==> src/bto_map.svh <==
`ifndef BTO_MAP_SVH
`define BTO_MAP_SVH
// ==========================================================
// Register indices (byte address is four times the index)
`define BTO_IDX_DEAD_TIME   6'h1B
`define BTO_IDX_DEGLITCH    6'h1C
`define BTO_IDX_PULLDOWN    6'h1D
`define BTO_IDX_THRESH_A    6'h1F
`define BTO_IDX_THRESH_B    6'h20
`define BTO_IDX_IRQ_STATUS  6'h28
`define BTO_IDX_IRQ_CLEAR   6'h29
`define BTO_IDX_IRQ_ENABLE  6'h2A
`define BTO_IDX_DRIVE_EN    6'h2B
// ==========================================================
// Reset values
`define BTO_RST_DEAD_TIME   8'h00
`define BTO_RST_DEGLITCH    8'hAA
`define BTO_RST_PULLDOWN    8'h00
`define BTO_RST_THRESH      8'hDD
`define BTO_RST_NIBBLE4     4'h0
// ==========================================================
// Field layout: bridge 1 in the top bits
`define BTO_F2_TOP_LSB      3
`define BTO_F4_TOP_LSB      1
`define BTO_CODE_NORMAL     2'h0
// ==========================================================
// Timing in ns and the clock period
`define BTO_CLK_NS          8
`define BTO_DT_00_NS        0
`define BTO_DT_01_NS        2000
`define BTO_DT_10_NS        4000
`define BTO_DT_11_NS        8000
`define BTO_DG_00_NS        1000
`define BTO_DG_01_NS        2000
`define BTO_DG_10_NS        4000
`define BTO_DG_11_NS        8000
`endif

==> src/bto_pkg.sv <==
package bto_pkg;
  typedef logic [10:0] bto_cnt_t;
  typedef logic [1:0]  bto_code_t;
  typedef enum logic [1:0] {
    BTO_ST_OFF  = 2'b00,
    BTO_ST_DEAD = 2'b01,
    BTO_ST_ON   = 2'b11
  } bto_state_e;
endpackage : bto_pkg

==> src/bto_bridge.sv <==
`timescale 1ns/1ps
module bto_bridge (
  input  wire logic              clk_in,       // Core clock.
  input  wire logic              nrst_in,      // Synchronous reset, low.
  input  wire logic              enable_in,    // Bridge drive enabled.
  input  wire logic              hs_cmd_in,    // 1 high side, 0 low side.
  input  wire logic              gate_ok_in,   // Handshake: gates off.
  input  wire logic              oc_in,        // Synced comparator.
  input  wire logic              fault_in,     // Latched fault.
  input  wire bto_pkg::bto_cnt_t dead_cyc_in,  // Added dead-time cycles.
  input  wire bto_pkg::bto_cnt_t dg_cyc_in,    // Deglitch cycles.
  output logic                   gate_hs_out,  // High-side gate on.
  output logic                   gate_ls_out,  // Low-side gate on.
  output logic                   oc_evt_out    // Overcurrent event pulse.
);
  import bto_pkg::*;

  bto_state_e st_q;
  logic       side_q;
  bto_cnt_t   dt_cnt_q;
  bto_cnt_t   dg_cnt_q;
  logic       dg_done_q;
  logic       evt_d;
  logic       trip;

  // ==========================================================
  // Overcurrent deglitch
  // A drop of the comparator restarts the count, so a train of short
  // glitches never adds up to a fault.
  assign evt_d = oc_in && !dg_done_q && (dg_cnt_q == dg_cyc_in - 11'd1);

  always_ff @(posedge clk_in)
  begin
    if (!nrst_in)
    begin
      dg_cnt_q  <= '0;
      dg_done_q <= 1'b0;
      oc_evt_out <= 1'b0;
    end
    else
    begin
      oc_evt_out <= evt_d;
      if (!oc_in)
      begin
        dg_cnt_q  <= '0;
        dg_done_q <= 1'b0;
      end
      else if (evt_d)
        dg_done_q <= 1'b1;
      else if (!dg_done_q)
        dg_cnt_q <= dg_cnt_q + 11'd1;
    end
  end

  // ==========================================================
  // Gate sequencing
  assign trip = fault_in || evt_d || !enable_in;

  always_ff @(posedge clk_in)
  begin
    if (!nrst_in)
    begin
      st_q        <= BTO_ST_OFF;
      side_q      <= 1'b0;
      dt_cnt_q    <= '0;
      gate_hs_out <= 1'b0;
      gate_ls_out <= 1'b0;
    end
    else if (trip)
    begin
      st_q        <= BTO_ST_OFF;
      gate_hs_out <= 1'b0;
      gate_ls_out <= 1'b0;
    end
    else
    begin
      unique case (st_q)
        BTO_ST_OFF:
        begin
          st_q     <= BTO_ST_DEAD;
          side_q   <= hs_cmd_in;
          dt_cnt_q <= '0;
        end
        BTO_ST_DEAD:
        begin
          // The added delay only starts once the handshake confirms off.
          if (!gate_ok_in)
            dt_cnt_q <= '0;
          else if (dt_cnt_q >= dead_cyc_in)
          begin
            st_q        <= BTO_ST_ON;
            gate_hs_out <= side_q;
            gate_ls_out <= !side_q;
          end
          else
            dt_cnt_q <= dt_cnt_q + 11'd1;
        end
        BTO_ST_ON:
        begin
          if (hs_cmd_in != side_q)
          begin
            st_q        <= BTO_ST_DEAD;
            side_q      <= hs_cmd_in;
            dt_cnt_q    <= '0;
            gate_hs_out <= 1'b0;
            gate_ls_out <= 1'b0;
          end
        end
        default:
        begin
          st_q        <= BTO_ST_OFF;
          gate_hs_out <= 1'b0;
          gate_ls_out <= 1'b0;
        end
      endcase
    end
  end
endmodule : bto_bridge

==> src/bto_top.sv <==
// Operation
// - Dead-time register 1Bh, four 2-bit fields, reset 0.
// - Dead-time codes add 0, 2, 4, 8 us.
// - Deglitch register 1Ch, reset AAh.
// - Deglitch codes give 1, 2, 4, 8 us.
// - Pulldown register 1Dh, four fields, reset 0.
// - After fault apply selected pulldown current code.
// - Threshold register 1Fh, bridges 1-2, reset DDh.
// - Threshold register 20h, bridges 3-4, reset DDh.
// - Threshold codes select sixteen ascending comparator levels.
// - Each bridge's fault uses only its own field.
//
// The Avalon-MM slave port was chosen for this implementation.
`timescale 1ns/1ps
`include "bto_map.svh"
module bto_top #(
  parameter int NBR = 4                         // Number of bridges.
) (
  input  wire logic             mclk_in,                // Core clock, 125 MHz.
  input  wire logic             nrst_in,                // Synchronous reset, low.
  input  wire logic [7:0]       avs_address_in,         // Byte address.
  input  wire logic             avs_read_in,            // Read request.
  input  wire logic             avs_write_in,           // Write request.
  input  wire logic [3:0]       avs_byteenable_in,      // Byte lanes.
  input  wire logic [31:0]      avs_writedata_in,       // Write data.
  output logic [31:0]           avs_readdata_out,       // Read data.
  output logic                  avs_waitrequest_out,    // Wait request.
  input  wire logic [NBR-1:0]   hs_cmd_in,              // Side command per bridge.
  input  wire logic [NBR-1:0]   gate_off_ok_in,         // Async handshake, gates off.
  input  wire logic [NBR-1:0]   oc_cmp_in,              // Async overcurrent comparators.
  output logic [NBR-1:0]        gate_hs_out,            // High-side gate enables.
  output logic [NBR-1:0]        gate_ls_out,            // Low-side gate enables.
  output logic [2*NBR-1:0]      gate_pulldown_sel_out,  // Pulldown code, bridge 1 top.
  output logic [15:0]           oc_threshold_out,       // Threshold codes, bridge 1 top.
  output logic                  irq_out                 // Level interrupt.
);
  import bto_pkg::*;

  // ==========================================================
  // Decoding helpers
  function automatic bto_cnt_t ns2cyc(input int ns);
    ns2cyc = bto_cnt_t'((ns + `BTO_CLK_NS - 1) / `BTO_CLK_NS);
  endfunction : ns2cyc

  function automatic bto_code_t fld2(input logic [7:0] r, input int i);
    fld2 = r[(`BTO_F2_TOP_LSB - i) * 2 +: 2];
  endfunction : fld2

  function automatic bto_cnt_t dead_cyc(input bto_code_t c);
    unique case (c)
      2'h0: dead_cyc = ns2cyc(`BTO_DT_00_NS);
      2'h1: dead_cyc = ns2cyc(`BTO_DT_01_NS);
      2'h2: dead_cyc = ns2cyc(`BTO_DT_10_NS);
      2'h3: dead_cyc = ns2cyc(`BTO_DT_11_NS);
    endcase
  endfunction : dead_cyc

  function automatic bto_cnt_t dg_cyc(input bto_code_t c);
    unique case (c)
      2'h0: dg_cyc = ns2cyc(`BTO_DG_00_NS);
      2'h1: dg_cyc = ns2cyc(`BTO_DG_01_NS);
      2'h2: dg_cyc = ns2cyc(`BTO_DG_10_NS);
      2'h3: dg_cyc = ns2cyc(`BTO_DG_11_NS);
    endcase
  endfunction : dg_cyc

  // ==========================================================
  // Registers
  logic [7:0]     dead_time_q;
  logic [7:0]     deglitch_q;
  logic [7:0]     pulldown_q;
  logic [7:0]     thresh_a_q;
  logic [7:0]     thresh_b_q;
  logic [NBR-1:0] sts_q;
  logic [NBR-1:0] sts_d;
  logic [NBR-1:0] ien_q;
  logic [NBR-1:0] den_q;
  logic           wait_q;
  logic [31:0]    rdata_q;
  logic [5:0]     idx;
  logic           req;
  logic           wr;
  logic [NBR-1:0] clr;
  logic [NBR-1:0] evt;
  logic [NBR-1:0] oc_s1_q;
  logic [NBR-1:0] oc_s2_q;
  logic [NBR-1:0] ok_s1_q;
  logic [NBR-1:0] ok_s2_q;
  logic [2*NBR-1:0] pd_sel_q;
  logic           irq_q;

  assign idx = avs_address_in[7:2];
  assign req = avs_read_in || avs_write_in;
  assign wr  = avs_write_in && !wait_q && avs_byteenable_in[0];
  assign clr = (wr && idx == `BTO_IDX_IRQ_CLEAR) ? avs_writedata_in[NBR-1:0] : '0;

  // ==========================================================
  // Avalon handshake: every access waits exactly one cycle.
  // Registering the read data costs a cycle but keeps the decode out of
  // the bus read path.
  always_ff @(posedge mclk_in)
  begin
    if (!nrst_in)
      wait_q <= 1'b1;
    else
      wait_q <= !(wait_q && req);
  end

  always_ff @(posedge mclk_in)
  begin
    if (!nrst_in)
      rdata_q <= '0;
    else if (avs_read_in && wait_q)
    begin
      rdata_q <= '0;
      unique case (idx)
        `BTO_IDX_DEAD_TIME:  rdata_q[7:0] <= dead_time_q;
        `BTO_IDX_DEGLITCH:   rdata_q[7:0] <= deglitch_q;
        `BTO_IDX_PULLDOWN:   rdata_q[7:0] <= pulldown_q;
        `BTO_IDX_THRESH_A:   rdata_q[7:0] <= thresh_a_q;
        `BTO_IDX_THRESH_B:   rdata_q[7:0] <= thresh_b_q;
        `BTO_IDX_IRQ_STATUS: rdata_q[NBR-1:0] <= sts_q;
        `BTO_IDX_IRQ_ENABLE: rdata_q[NBR-1:0] <= ien_q;
        `BTO_IDX_DRIVE_EN:   rdata_q[NBR-1:0] <= den_q;
        default:             rdata_q <= '0;
      endcase
    end
  end

  // ==========================================================
  // Configuration registers
  always_ff @(posedge mclk_in)
  begin
    if (!nrst_in)
    begin
      dead_time_q <= `BTO_RST_DEAD_TIME;
      deglitch_q  <= `BTO_RST_DEGLITCH;
      pulldown_q  <= `BTO_RST_PULLDOWN;
      thresh_a_q  <= `BTO_RST_THRESH;
      thresh_b_q  <= `BTO_RST_THRESH;
      ien_q       <= `BTO_RST_NIBBLE4;
      den_q       <= `BTO_RST_NIBBLE4;
    end
    else if (wr)
    begin
      unique case (idx)
        `BTO_IDX_DEAD_TIME:  dead_time_q <= avs_writedata_in[7:0];
        `BTO_IDX_DEGLITCH:   deglitch_q  <= avs_writedata_in[7:0];
        `BTO_IDX_PULLDOWN:   pulldown_q  <= avs_writedata_in[7:0];
        `BTO_IDX_THRESH_A:   thresh_a_q  <= avs_writedata_in[7:0];
        `BTO_IDX_THRESH_B:   thresh_b_q  <= avs_writedata_in[7:0];
        `BTO_IDX_IRQ_ENABLE: ien_q       <= avs_writedata_in[NBR-1:0];
        `BTO_IDX_DRIVE_EN:   den_q       <= avs_writedata_in[NBR-1:0];
        default:             ien_q       <= ien_q;
      endcase
    end
  end

  // ==========================================================
  // Input synchronisers
  always_ff @(posedge mclk_in)
  begin
    if (!nrst_in)
    begin
      oc_s1_q <= '0;
      oc_s2_q <= '0;
      ok_s1_q <= '0;
      ok_s2_q <= '0;
    end
    else
    begin
      oc_s1_q <= oc_cmp_in;
      oc_s2_q <= oc_s1_q;
      ok_s1_q <= gate_off_ok_in;
      ok_s2_q <= ok_s1_q;
    end
  end

  // ==========================================================
  // Fault status and interrupt
  // A new event in the same cycle as its clear keeps the bit set.
  assign sts_d = (sts_q & ~clr) | evt;

  always_ff @(posedge mclk_in)
  begin
    if (!nrst_in)
    begin
      sts_q <= '0;
      irq_q <= 1'b0;
    end
    else
    begin
      sts_q <= sts_d;
      irq_q <= |(sts_d & ien_q);
    end
  end

  // ==========================================================
  // Per-bridge logic
  genvar g;
  generate
    for (g = 0; g < NBR; g++)
    begin : g_br
      bto_bridge u_br (
        .clk_in      (mclk_in),
        .nrst_in     (nrst_in),
        .enable_in   (den_q[g]),
        .hs_cmd_in   (hs_cmd_in[g]),
        .gate_ok_in  (ok_s2_q[g]),
        .oc_in       (oc_s2_q[g]),
        .fault_in    (sts_q[g]),
        .dead_cyc_in (dead_cyc(fld2(dead_time_q, g))),
        .dg_cyc_in   (dg_cyc(fld2(deglitch_q, g))),
        .gate_hs_out (gate_hs_out[g]),
        .gate_ls_out (gate_ls_out[g]),
        .oc_evt_out  (evt[g])
      );

      // While faulted the bridge's own code is driven; otherwise the
      // normal pulldown code, so the gate stage uses its usual current.
      always_ff @(posedge mclk_in)
      begin
        if (!nrst_in)
          pd_sel_q[(`BTO_F2_TOP_LSB - g) * 2 +: 2] <= `BTO_CODE_NORMAL;
        else if (sts_d[g])
          pd_sel_q[(`BTO_F2_TOP_LSB - g) * 2 +: 2] <= fld2(pulldown_q, g);
        else
          pd_sel_q[(`BTO_F2_TOP_LSB - g) * 2 +: 2] <= `BTO_CODE_NORMAL;
      end
    end
  endgenerate

  // ==========================================================
  // Outputs
  assign avs_readdata_out      = rdata_q;
  assign avs_waitrequest_out   = wait_q;
  assign gate_pulldown_sel_out = pd_sel_q;
  assign oc_threshold_out      = {thresh_a_q, thresh_b_q};
  assign irq_out               = irq_q;
endmodule : bto_top

==> config.mk <==
export PLATFORM = sky130hd
export DESIGN_NAME = bto_top
export DESIGN_NICKNAME = d
export VERILOG_FILES = /design/src/bto_pkg.sv /design/src/bto_bridge.sv /design/src/bto_top.sv
export VERILOG_INCLUDE_DIRS = /design/src
export SDC_FILE = /design/constraint.sdc
export NUM_CORES = 1
export LEC_CHECK = 0
export ABC_CLOCK_PERIOD_IN_PS = 3980
export BUFFER_PORTS_ARGS = -buffer_cell sky130_fd_sc_hd__clkbuf_2
export CORE_ASPECT_RATIO = 1.1
export CORE_MARGIN = 2
export CORE_UTILIZATION = 40
export DETAILED_ROUTE_END_ITERATION = 16
export GPL_TIMING_DRIVEN = 0
export HOLD_SLACK_MARGIN = 0.15
export SYNTH_ARGS = -nofsm -noshare
export SYNTH_HDL_FRONTEND = slang
export SYNTH_SLANG_ARGS = --single-unit
==> constraint.sdc <==
create_clock -name mclk_in -period 3.98 [get_ports mclk_in]
set_clock_uncertainty 0.1 [all_clocks]
set_input_delay 0.796 -clock mclk_in [delete_from_list [all_inputs] [get_ports mclk_in]]
set_output_delay 0.796 -clock mclk_in [all_outputs]
set_load 0.01 [all_outputs]
==> impl_metrics.prom, run 1 <==
# TYPE chip_impl_metric gauge
chip_impl_metric{name="post-route-util",unit="%"} 46.83
chip_impl_metric{name="fin_setup_tns",unit="ns"} 0
chip_impl_metric{name="fp.dieW",unit="microns"} 162.8
chip_impl_metric{name="pin_count",unit=""} 126
chip_impl_info{name="yosys.area.top_type",value="dfxtp_1"} 1
chip_impl_metric{name="clkSlewWorstSetupHoldPaths",unit="ns"} 0.06
chip_impl_info{name="outcome",value="finished, final reports clean"} 1
chip_impl_metric{name="path_max_fanout",unit=""} 10
chip_impl_metric{name="synthDominantCellAreaShare",unit="%"} 36.44
chip_impl_metric{name="postPlaceCellArea",unit="sq um"} 11960
chip_impl_metric{name="chipHeight",unit="microns"} 178.7
chip_impl_info{name="ctsRootBufferMaster",value="clkbuf_16"} 1
chip_impl_metric{name="iteration_count_of_the_initial_detailed_routing_pass",unit=""} 5
chip_impl_info{name="critical_path.startpoint_type",value="flip-flop"} 1
chip_impl_metric{name="muxShareOfSynthArea",unit="%"} 4.589
chip_impl_metric{name="synthesis.yosys.warnings",unit=""} 0
chip_impl_metric{name="cts_made_buffers",unit=""} 23
chip_impl_metric{name="post_route_cells_drive_above_1_share",unit="%"} 12.73
chip_impl_metric{name="maxSlewHeadroom",unit="%"} 36.95
chip_impl_metric{name="grt_use_total",unit="%"} 19.00
chip_impl_metric{name="post_synth_instance_area",unit="sq um"} 11100
chip_impl_metric{name="antenna_found_initial",unit=""} 2
chip_impl_metric{name="arrival",unit="ns"} 3.68
chip_impl_metric{name="final_critical_path_setup_slack",unit="ns"} 0.6603
chip_impl_metric{name="finalHoldViolations",unit=""} 0
chip_impl_metric{name="clock_tree.htree_level_count",unit=""} 1
chip_impl_metric{name="report.final.slew_viol_count",unit=""} 0
chip_impl_metric{name="setup_violations",unit=""} 0
chip_impl_info{name="combinational_family_with_the_most_area_after_synthesis",value="simple AND/OR/NAND/NOR gates"} 1
chip_impl_metric{name="yosysSeqAreaShare",unit="%"} 36.44
chip_impl_metric{name="pin_count_of_the_biggest_net_entering_global_routing",unit=""} 14
chip_impl_metric{name="totalWireLength",unit="microns"} 28110
chip_impl_metric{name="cp.required",unit="ns"} 4.34
chip_impl_metric{name="grt-ovfl-total",unit=""} 0
chip_impl_metric{name="areaGrowthSynthToFinish",unit="%"} 14.42
chip_impl_info{name="holdCritStartpoint",value="ok_s1_q[3]$_SDFF_PN0_"} 1
chip_impl_info{name="cts_tree",value="built"} 1
chip_impl_metric{name="cts_post_setup_buffers_inserted",unit=""} 0
chip_impl_metric{name="detailedPlace.worstSlack",unit="ns"} 0.7119
chip_impl_metric{name="rr_worst_depth",unit=""} 11
chip_impl_info{name="synthTopCellsByArea",value="dfxtp_1 (36%), ha_1 (12%), nor2_1 (4.1%), mux2i_1 (3.9%), nand2_1 (3.5%)"} 1
chip_impl_metric{name="synth.distinct_cells",unit=""} 81
chip_impl_metric{name="i_o_buffers",unit=""} 66
chip_impl_info{name="worstHoldEndpoint",value="ok_s2_q[3]$_SDFF_PN0_"} 1
chip_impl_info{name="critical_path.reg2reg.endpoint",value="g_br[0].u_br.dt_cnt_q[0]$_SDFFE_PN0P_"} 1
chip_impl_metric{name="postSynthCellCount",unit=""} 1253
chip_impl_metric{name="min_period_over_period",unit="%"} 83.41
chip_impl_metric{name="post_synth_xor_area_fraction",unit="%"} 5.604
chip_impl_metric{name="cts-root-to-sink-buffers",unit=""} 3
chip_impl_metric{name="ir_drop",unit="mV"} 0.2859
chip_impl_metric{name="ys_ff_latch",unit=""} 202
chip_impl_info{name="worst_hold_path_type",value="flip-flop to flip-flop"} 1
chip_impl_metric{name="numClockSinks",unit=""} 202
chip_impl_metric{name="synth-edff-count",unit=""} 0
chip_impl_metric{name="floorplan.die_area",unit="sq um"} 29090
chip_impl_info{name="final_cell_mix",value="dfxtp_1 (202), nor2_1 (120), nand2_1 (102), ha_1 (102), clkbuf_2 (66)"} 1
chip_impl_metric{name="starting_utilization_of_the_core_area",unit="%"} 40.92
chip_impl_metric{name="ctsResizeCount",unit=""} 0
chip_impl_metric{name="async_reset_ff_share",unit="%"} 0
chip_impl_metric{name="synth-compound-area-share",unit="%"} 13.11
chip_impl_metric{name="max_cap_violations",unit=""} 0
chip_impl_metric{name="vias_in_the_first_global_route",unit=""} 8659
chip_impl_metric{name="dr.first_iter.drc_count",unit=""} 444
chip_impl_info{name="rsz0062_at_grt",value="false"} 1
chip_impl_metric{name="finish.instance_area",unit="sq um"} 12700
chip_impl_metric{name="avgViaCountPerCell",unit=""} 5.287
chip_impl_metric{name="grt_pass1_wl",unit="microns"} 44480
chip_impl_info{name="regToRegStartpoint",value="dead_time_q[6]$_SDFFE_PN0P_"} 1
chip_impl_metric{name="reg2reg_setup_slack",unit="ns"} 0.66
chip_impl_metric{name="detail-route-antenna-nets",unit=""} 0
chip_impl_metric{name="arithmetic_cell_share_of_the_synthesized_area_counting_full_adders_half_adders_and_majority_gates",unit="%"} 11.50
chip_impl_info{name="synthFlopType",value="dfxtp_1"} 1
chip_impl_metric{name="minimum_clock_period_after_layout",unit="ns"} 3.320
chip_impl_metric{name="synth_simple_gate_area_share",unit="%"} 23.09
chip_impl_info{name="timing.critical_path.to_type",value="flip-flop"} 1
chip_impl_metric{name="num_rows",unit=""} 63
chip_impl_metric{name="floorplan.core_area",unit="sq um"} 27120
chip_impl_info{name="layout.cells.most_common",value="dfxtp_1"} 1
chip_impl_metric{name="power_density_relative_to_cell_area",unit="nW/um^2"} 335.8
chip_impl_metric{name="min_path_cells",unit=""} 1
chip_impl_metric{name="drcViolationCount",unit=""} 0
chip_impl_metric{name="dp.final_hpwl",unit="microns"} 20950
chip_impl_metric{name="cts.hold.buffers_added",unit=""} 0
chip_impl_metric{name="detail_route.wl_per_cell",unit="microns"} 16.14
chip_impl_metric{name="tightestPinTransition",unit="ns"} 0.9407
chip_impl_metric{name="synth.avg_cell_area",unit="sq um"} 8.856
chip_impl_metric{name="worst_skew_pair.late_latency",unit="ns"} 0.51
chip_impl_metric{name="gp_congestion",unit=""} 0.8979
chip_impl_metric{name="power.static_leakage",unit="nW"} 5.034
chip_impl_info{name="timing_worst_setup_path_type",value="flip-flop to flip-flop"} 1
chip_impl_metric{name="dr_total_vias",unit=""} 9210
chip_impl_metric{name="num-nets-final",unit=""} 1529
chip_impl_metric{name="peak_clock_frequency_supported_by_timing",unit="MHz"} 301.2
-- area by class of cell --
class	instances	area, sq um
diodes	2	5.005
plain buffers	72	406.6
clock buffers	33	683.2
clock inverters	8	48.80
fillers	2650	14420
inverters	58	217.7
multi-input cells	944	6515
flip-flops and latches	202	4044
well taps	357	446.7
repair buffers	66	330.3
-- cells in the mapped netlist, types with 4 or more instances --
| library cell | n |
|---|---|
| clkbuf_1 | 32 |
| mux2i_1 | 43 |
| a211oi_1 | 6 |
| a22oi_1 | 7 |
| or4_1 | 13 |
| a22o_1 | 6 |
| nor2b_1 | 10 |
| nand3_1 | 36 |
| nor3_1 | 15 |
| a21o_1 | 9 |
| xor2_1 | 43 |
| o21ai_0 | 34 |
| o211a_1 | 5 |
| a211o_1 | 5 |
| nand2b_1 | 15 |
| nand4b_1 | 4 |
| nor4_1 | 6 |
| a31oi_1 | 5 |
| buf_4 | 33 |
| a21boi_0 | 4 |
| o2111ai_1 | 4 |
| nor3b_1 | 6 |
| and4_1 | 4 |
| mux2_2 | 7 |
| o21a_1 | 4 |
| o211ai_1 | 11 |
| a21oi_1 | 61 |
| xnor2_1 | 28 |
| and3_1 | 36 |
| o31ai_1 | 9 |
| dfxtp_1 | 202 |
| a222oi_1 | 4 |
| buf_2 | 4 |
| nand2_1 | 102 |
| ha_1 | 102 |
| nor2_1 | 120 |
| inv_1 | 58 |
| or3_1 | 20 |
| nand3b_1 | 7 |
| o22ai_1 | 6 |
| and2_1 | 32 |
| nand4_1 | 33 |
-- critical path, cell delays in order, from the launching register on --
cell	delay, ns
dfxtp_1	0.47
inv_1	0.13
ha_1	0.27
o21bai_1	0.19
ha_1	0.31
and3_1	0.16
a2111o_1	0.41
o21ai_1	0.21
nand3_1	0.25
buf_2	0.28
or4_1	0.42
nand2_1	0.08
-- registers in the layout, indices dropped and copies added (netlist names), 8 cells and up --
signal                 count
g_br.u_br.dg_cnt_q        44
g_br.u_br.dt_cnt_q        44
avs_readdata_out           8
dead_time_q                8
deglitch_q                 8
g_br.u_br.st_q             8
gate_pulldown_sel_out      8
pulldown_q                 8
thresh_a_q                 8
thresh_b_q                 8
-- how the worst max path moves through the flow --
stage / endpoint / start / slack [ns] / cells after the start
floorplan: g_br[1].u_br.dt_cnt_q[9]$_SDFFE_PN0P_ / dead_time_q[5]$_SDFFE_PN0P_ / 1.12 / 10
global placement: g_br[0].u_br.dt_cnt_q[0]$_SDFFE_PN0P_ / dead_time_q[6]$_SDFFE_PN0P_ / 0.72 / 11
detailed placement: g_br[0].u_br.dt_cnt_q[0]$_SDFFE_PN0P_ / dead_time_q[6]$_SDFFE_PN0P_ / 0.71 / 11
CTS: g_br[0].u_br.dt_cnt_q[0]$_SDFFE_PN0P_ / dead_time_q[6]$_SDFFE_PN0P_ / 0.69 / 11
global route: g_br[0].u_br.dt_cnt_q[0]$_SDFFE_PN0P_ / dead_time_q[6]$_SDFFE_PN0P_ / 0.48 / 11
finish: g_br[0].u_br.dt_cnt_q[0]$_SDFFE_PN0P_ / dead_time_q[6]$_SDFFE_PN0P_ / 0.66 / 11
-- kinds of logic after synthesis --
logic type      count (synthesis)
flops                         202
buf+inv                       130
other cells                     1
mux                            50
fa+ha+maj                     102
compound gates                211
simple gates                  486
xor+xnor                       71
-- layer usage --
layer / wire (microns) / GRT usage [%]
met3: 1564 / 3.377
met1: 12890 / 24.81
met4: 618 / 5.273
met2: 13030 / 32.29
met5: 0 / 0
-- report_power, final --
| part | internal (W) | switching [W] |
|---|---|---|
| Clock | 0.00119 | 0.000851 |
| Combinational | 0.0000609 | 0.000113 |
| Sequential | 0.00204 | 0.0000103 |
-- per-stage QoR --
stage	hold slack [ns]	instances	total power [W]
2_1_floorplan	0.3119	1276	0.002195
3_3_place_gp	0.3160	1699	0.002264
6_report	0.3260	1742	0.004263
3_5_place_dp	0.3200	1699	0.002265
4_1_cts	0.3307	1740	0.004314
5_1_grt	0.3444	1741	0.004419
(Power assumes the default switching activity.)
==> run 2, diff against run 1 <==
ABC_CLOCK_PERIOD_IN_PS = 3330   (was 3980)
clock period = 3.33 ns   (was 3.98 ns; I/O delays follow)
==> impl_metrics.prom, run 2 (same netlist as run 1, synthesis figures left out) <==
# TYPE chip_impl_metric gauge
chip_impl_metric{name="avgViaCountPerCell",unit=""} 5.290
chip_impl_metric{name="setup_violations",unit=""} 0
chip_impl_metric{name="tightestPinTransition",unit="ns"} 0.9529
chip_impl_metric{name="combinationalPowerShare",unit="%"} 4.1
chip_impl_metric{name="vias_in_the_first_global_route",unit=""} 8659
chip_impl_metric{name="minimum_clock_period_after_layout",unit="ns"} 3.158
chip_impl_metric{name="clock_tree.htree_level_count",unit=""} 1
chip_impl_metric{name="grt_use_total",unit="%"} 19.00
chip_impl_metric{name="areaGrowthSynthToFinish",unit="%"} 14.65
chip_impl_metric{name="cts.hold.buffers_added",unit=""} 0
chip_impl_metric{name="min_period_over_period",unit="%"} 94.83
chip_impl_metric{name="antenna_found_initial",unit=""} 2
chip_impl_metric{name="detail_route.wl_per_cell",unit="microns"} 16.15
chip_impl_metric{name="power.sequential.fraction",unit="%"} 48.0
chip_impl_metric{name="path_max_fanout",unit=""} 9
chip_impl_metric{name="ir_drop",unit="mV"} 0.3422
chip_impl_metric{name="floorplan.die_area",unit="sq um"} 29090
chip_impl_metric{name="dr_total_vias",unit=""} 9216
chip_impl_metric{name="maxSlewHeadroom",unit="%"} 35.99
chip_impl_metric{name="totalWireLength",unit="microns"} 28140
chip_impl_metric{name="cts-root-to-sink-buffers",unit=""} 3
chip_impl_metric{name="fin_setup_tns",unit="ns"} 0
chip_impl_info{name="timing.critical_path.to_type",value="flip-flop"} 1
chip_impl_info{name="layout.cells.most_common",value="dfxtp_1"} 1
chip_impl_metric{name="gp_congestion",unit=""} 0.8979
chip_impl_info{name="rsz0062_at_grt",value="false"} 1
chip_impl_metric{name="iteration_count_of_the_initial_detailed_routing_pass",unit=""} 7
chip_impl_metric{name="post-route-util",unit="%"} 46.92
chip_impl_metric{name="dr.first_iter.drc_count",unit=""} 442
chip_impl_info{name="cts_tree",value="built"} 1
chip_impl_info{name="layout_top_registers",value="g_br.u_br.dg_cnt_q x44, g_br.u_br.dt_cnt_q x44"} 1
chip_impl_metric{name="arrival",unit="ns"} 3.46
chip_impl_metric{name="detail-route-antenna-nets",unit=""} 0
chip_impl_metric{name="num_rows",unit=""} 63
chip_impl_info{name="outcome",value="finished, final reports clean"} 1
chip_impl_info{name="critical_path.startpoint_type",value="flip-flop"} 1
chip_impl_metric{name="i_o_buffers",unit=""} 66
chip_impl_metric{name="cp.required",unit="ns"} 3.63
chip_impl_metric{name="power_density_relative_to_cell_area",unit="nW/um^2"} 400.8
chip_impl_metric{name="worst_skew_pair.late_latency",unit="ns"} 0.51
chip_impl_info{name="slowest_stage",value="dfxtp_1"} 1
chip_impl_metric{name="switching_share",unit="%"} 22.92
chip_impl_metric{name="report.final.slew_viol_count",unit=""} 0
chip_impl_metric{name="grt_pass1_wl",unit="microns"} 44480
chip_impl_metric{name="cts_made_buffers",unit=""} 23
chip_impl_metric{name="grt-ovfl-total",unit=""} 0
chip_impl_metric{name="starting_utilization_of_the_core_area",unit="%"} 40.92
chip_impl_metric{name="power.static_leakage",unit="nW"} 5.036
chip_impl_metric{name="max_cap_violations",unit=""} 0
chip_impl_metric{name="numClockSinks",unit=""} 202
chip_impl_metric{name="floorplan.core_area",unit="sq um"} 27120
chip_impl_metric{name="pin_count_of_the_biggest_net_entering_global_routing",unit=""} 14
chip_impl_metric{name="clkSlewWorstSetupHoldPaths",unit="ns"} 0.06
chip_impl_metric{name="peak_clock_frequency_supported_by_timing",unit="MHz"} 316.7
chip_impl_info{name="final_cell_mix",value="dfxtp_1 (201), nor2_1 (120), nand2_1 (102), ha_1 (102), clkbuf_2 (66)"} 1
chip_impl_metric{name="num-nets-final",unit=""} 1529
chip_impl_info{name="path_cells",value="inv_1, ha_1, inv_1, ha_1, and4b_1, a41o_1, a2111oi_4, a21oi_2, nor4_1, mux2_2"} 1
chip_impl_metric{name="pin_count",unit=""} 126
chip_impl_metric{name="chipHeight",unit="microns"} 178.7
chip_impl_metric{name="dp.final_hpwl",unit="microns"} 20950
chip_impl_info{name="worst_hold_path_type",value="input pin to flip-flop"} 1
chip_impl_metric{name="clock_power_share",unit="%"} 47.9
chip_impl_metric{name="fp.dieW",unit="microns"} 162.8
chip_impl_metric{name="drcViolationCount",unit=""} 0
chip_impl_metric{name="worst_hold_slack",unit="ns"} 0.2582
chip_impl_info{name="ctsRootBufferMaster",value="clkbuf_16"} 1
chip_impl_info{name="timing_worst_setup_path_type",value="flip-flop to flip-flop"} 1
chip_impl_metric{name="netSwitchingPower",unit="W"} 0.001169
chip_impl_metric{name="finish.instance_area",unit="sq um"} 12720
chip_impl_metric{name="post_route_cells_drive_above_1_share",unit="%"} 13.02
chip_impl_metric{name="postPlaceCellArea",unit="sq um"} 11960
chip_impl_metric{name="power_report.internal_total",unit="W"} 0.003931
chip_impl_metric{name="finalHoldViolations",unit=""} 0
chip_impl_metric{name="critPathMaxStageDelay",unit="ns"} 0.43
==> run 2: cell counts in the layout (fill, tap and decap cells not counted) <==
No cell type changed its count.
==> run 2: worst paths after layout <==
| check | start | to | slack, ns | cells after the start |
|---|---|---|---|---|
| hold reg to reg | ok_s1_q[3]$_SDFF_PN0_ | ok_s2_q[3]$_SDFF_PN0_ | 0.33 | 1 |
| setup reg to reg | dead_time_q[5]$_SDFFE_PN0P_ | g_br[1].u_br.dt_cnt_q[9]$_SDFFE_PN0P_ | 0.17 | 10 |
| hold / removal | gate_off_ok_in[3] | ok_s1_q[3]$_SDFF_PN0_ | 0.26 | 2 |
| setup / recovery | dead_time_q[5]$_SDFFE_PN0P_ | g_br[1].u_br.dt_cnt_q[9]$_SDFFE_PN0P_ | 0.17 | 10 |
==> run 2: routing by layer <==
layer	global-route usage [%]	wire, microns	up-vias
met5	0	0	-
met2	32.29	13000	202
met4	5.273	622	0
met1	24.81	12940	4352
met3	3.377	1572	44
li1	-	-	4618
==> run 2: final cells by class <==
cell class                      count  area (sq um)
Multi-Input combinational cell    944          6539
Tap cell                          357         446.7
Inverter                           58         217.7
Timing Repair Buffer               66         330.3
Buffer                             72         406.6
Fill cell                        2645         14390
Clock buffer                       33         683.2
Antenna cell                        2         5.005
Sequential cell                   202          4045
Clock inverter                      8         48.80
==> run 2: timing repair <==
item / CTS / global route
endpoints found under the hold margin: 0 / 0
gates resized for setup: 0 / 6
buffers inserted: 0 / 0
endpoints found under the setup margin: 0 / 11
==> run 2: worst max-delay path: cells and delay by family (launching register included) <==
family / cells / cell delay [ns]
adder cells (fa/ha/maj): 2 / 0.58
AO/OA/AOI/OAI: 3 / 0.87
flip-flops: 1 / 0.43
multiplexers: 1 / 0.37
buffers and inverters: 2 / 0.17
AND/OR/NAND/NOR: 2 / 0.52
==> run 2: power groups by stage <==
stage	clock [W]	combinational (W)	sequential [W]
after floorplan	0	0.000123	0.00250
after global placement	0	0.000205	0.00250
after detailed placement	0	0.000206	0.00250
after CTS	0.00250	0.000207	0.00245
after global routing	0.00261	0.000225	0.00245
final	0.00244	0.000208	0.00245
==> run 2: through the flow <==
step / cells / total power (W) / setup WS [ns]
final: 1742 / 0.005099 / 0.1720
after global routing: 1741 / 0.005281 / 0.01101
after CTS: 1740 / 0.005156 / 0.04074
after detailed placement: 1699 / 0.002707 / 0.06191
after global placement: 1699 / 0.002706 / 0.06650
after floorplan: 1276 / 0.002624 / 0.4687
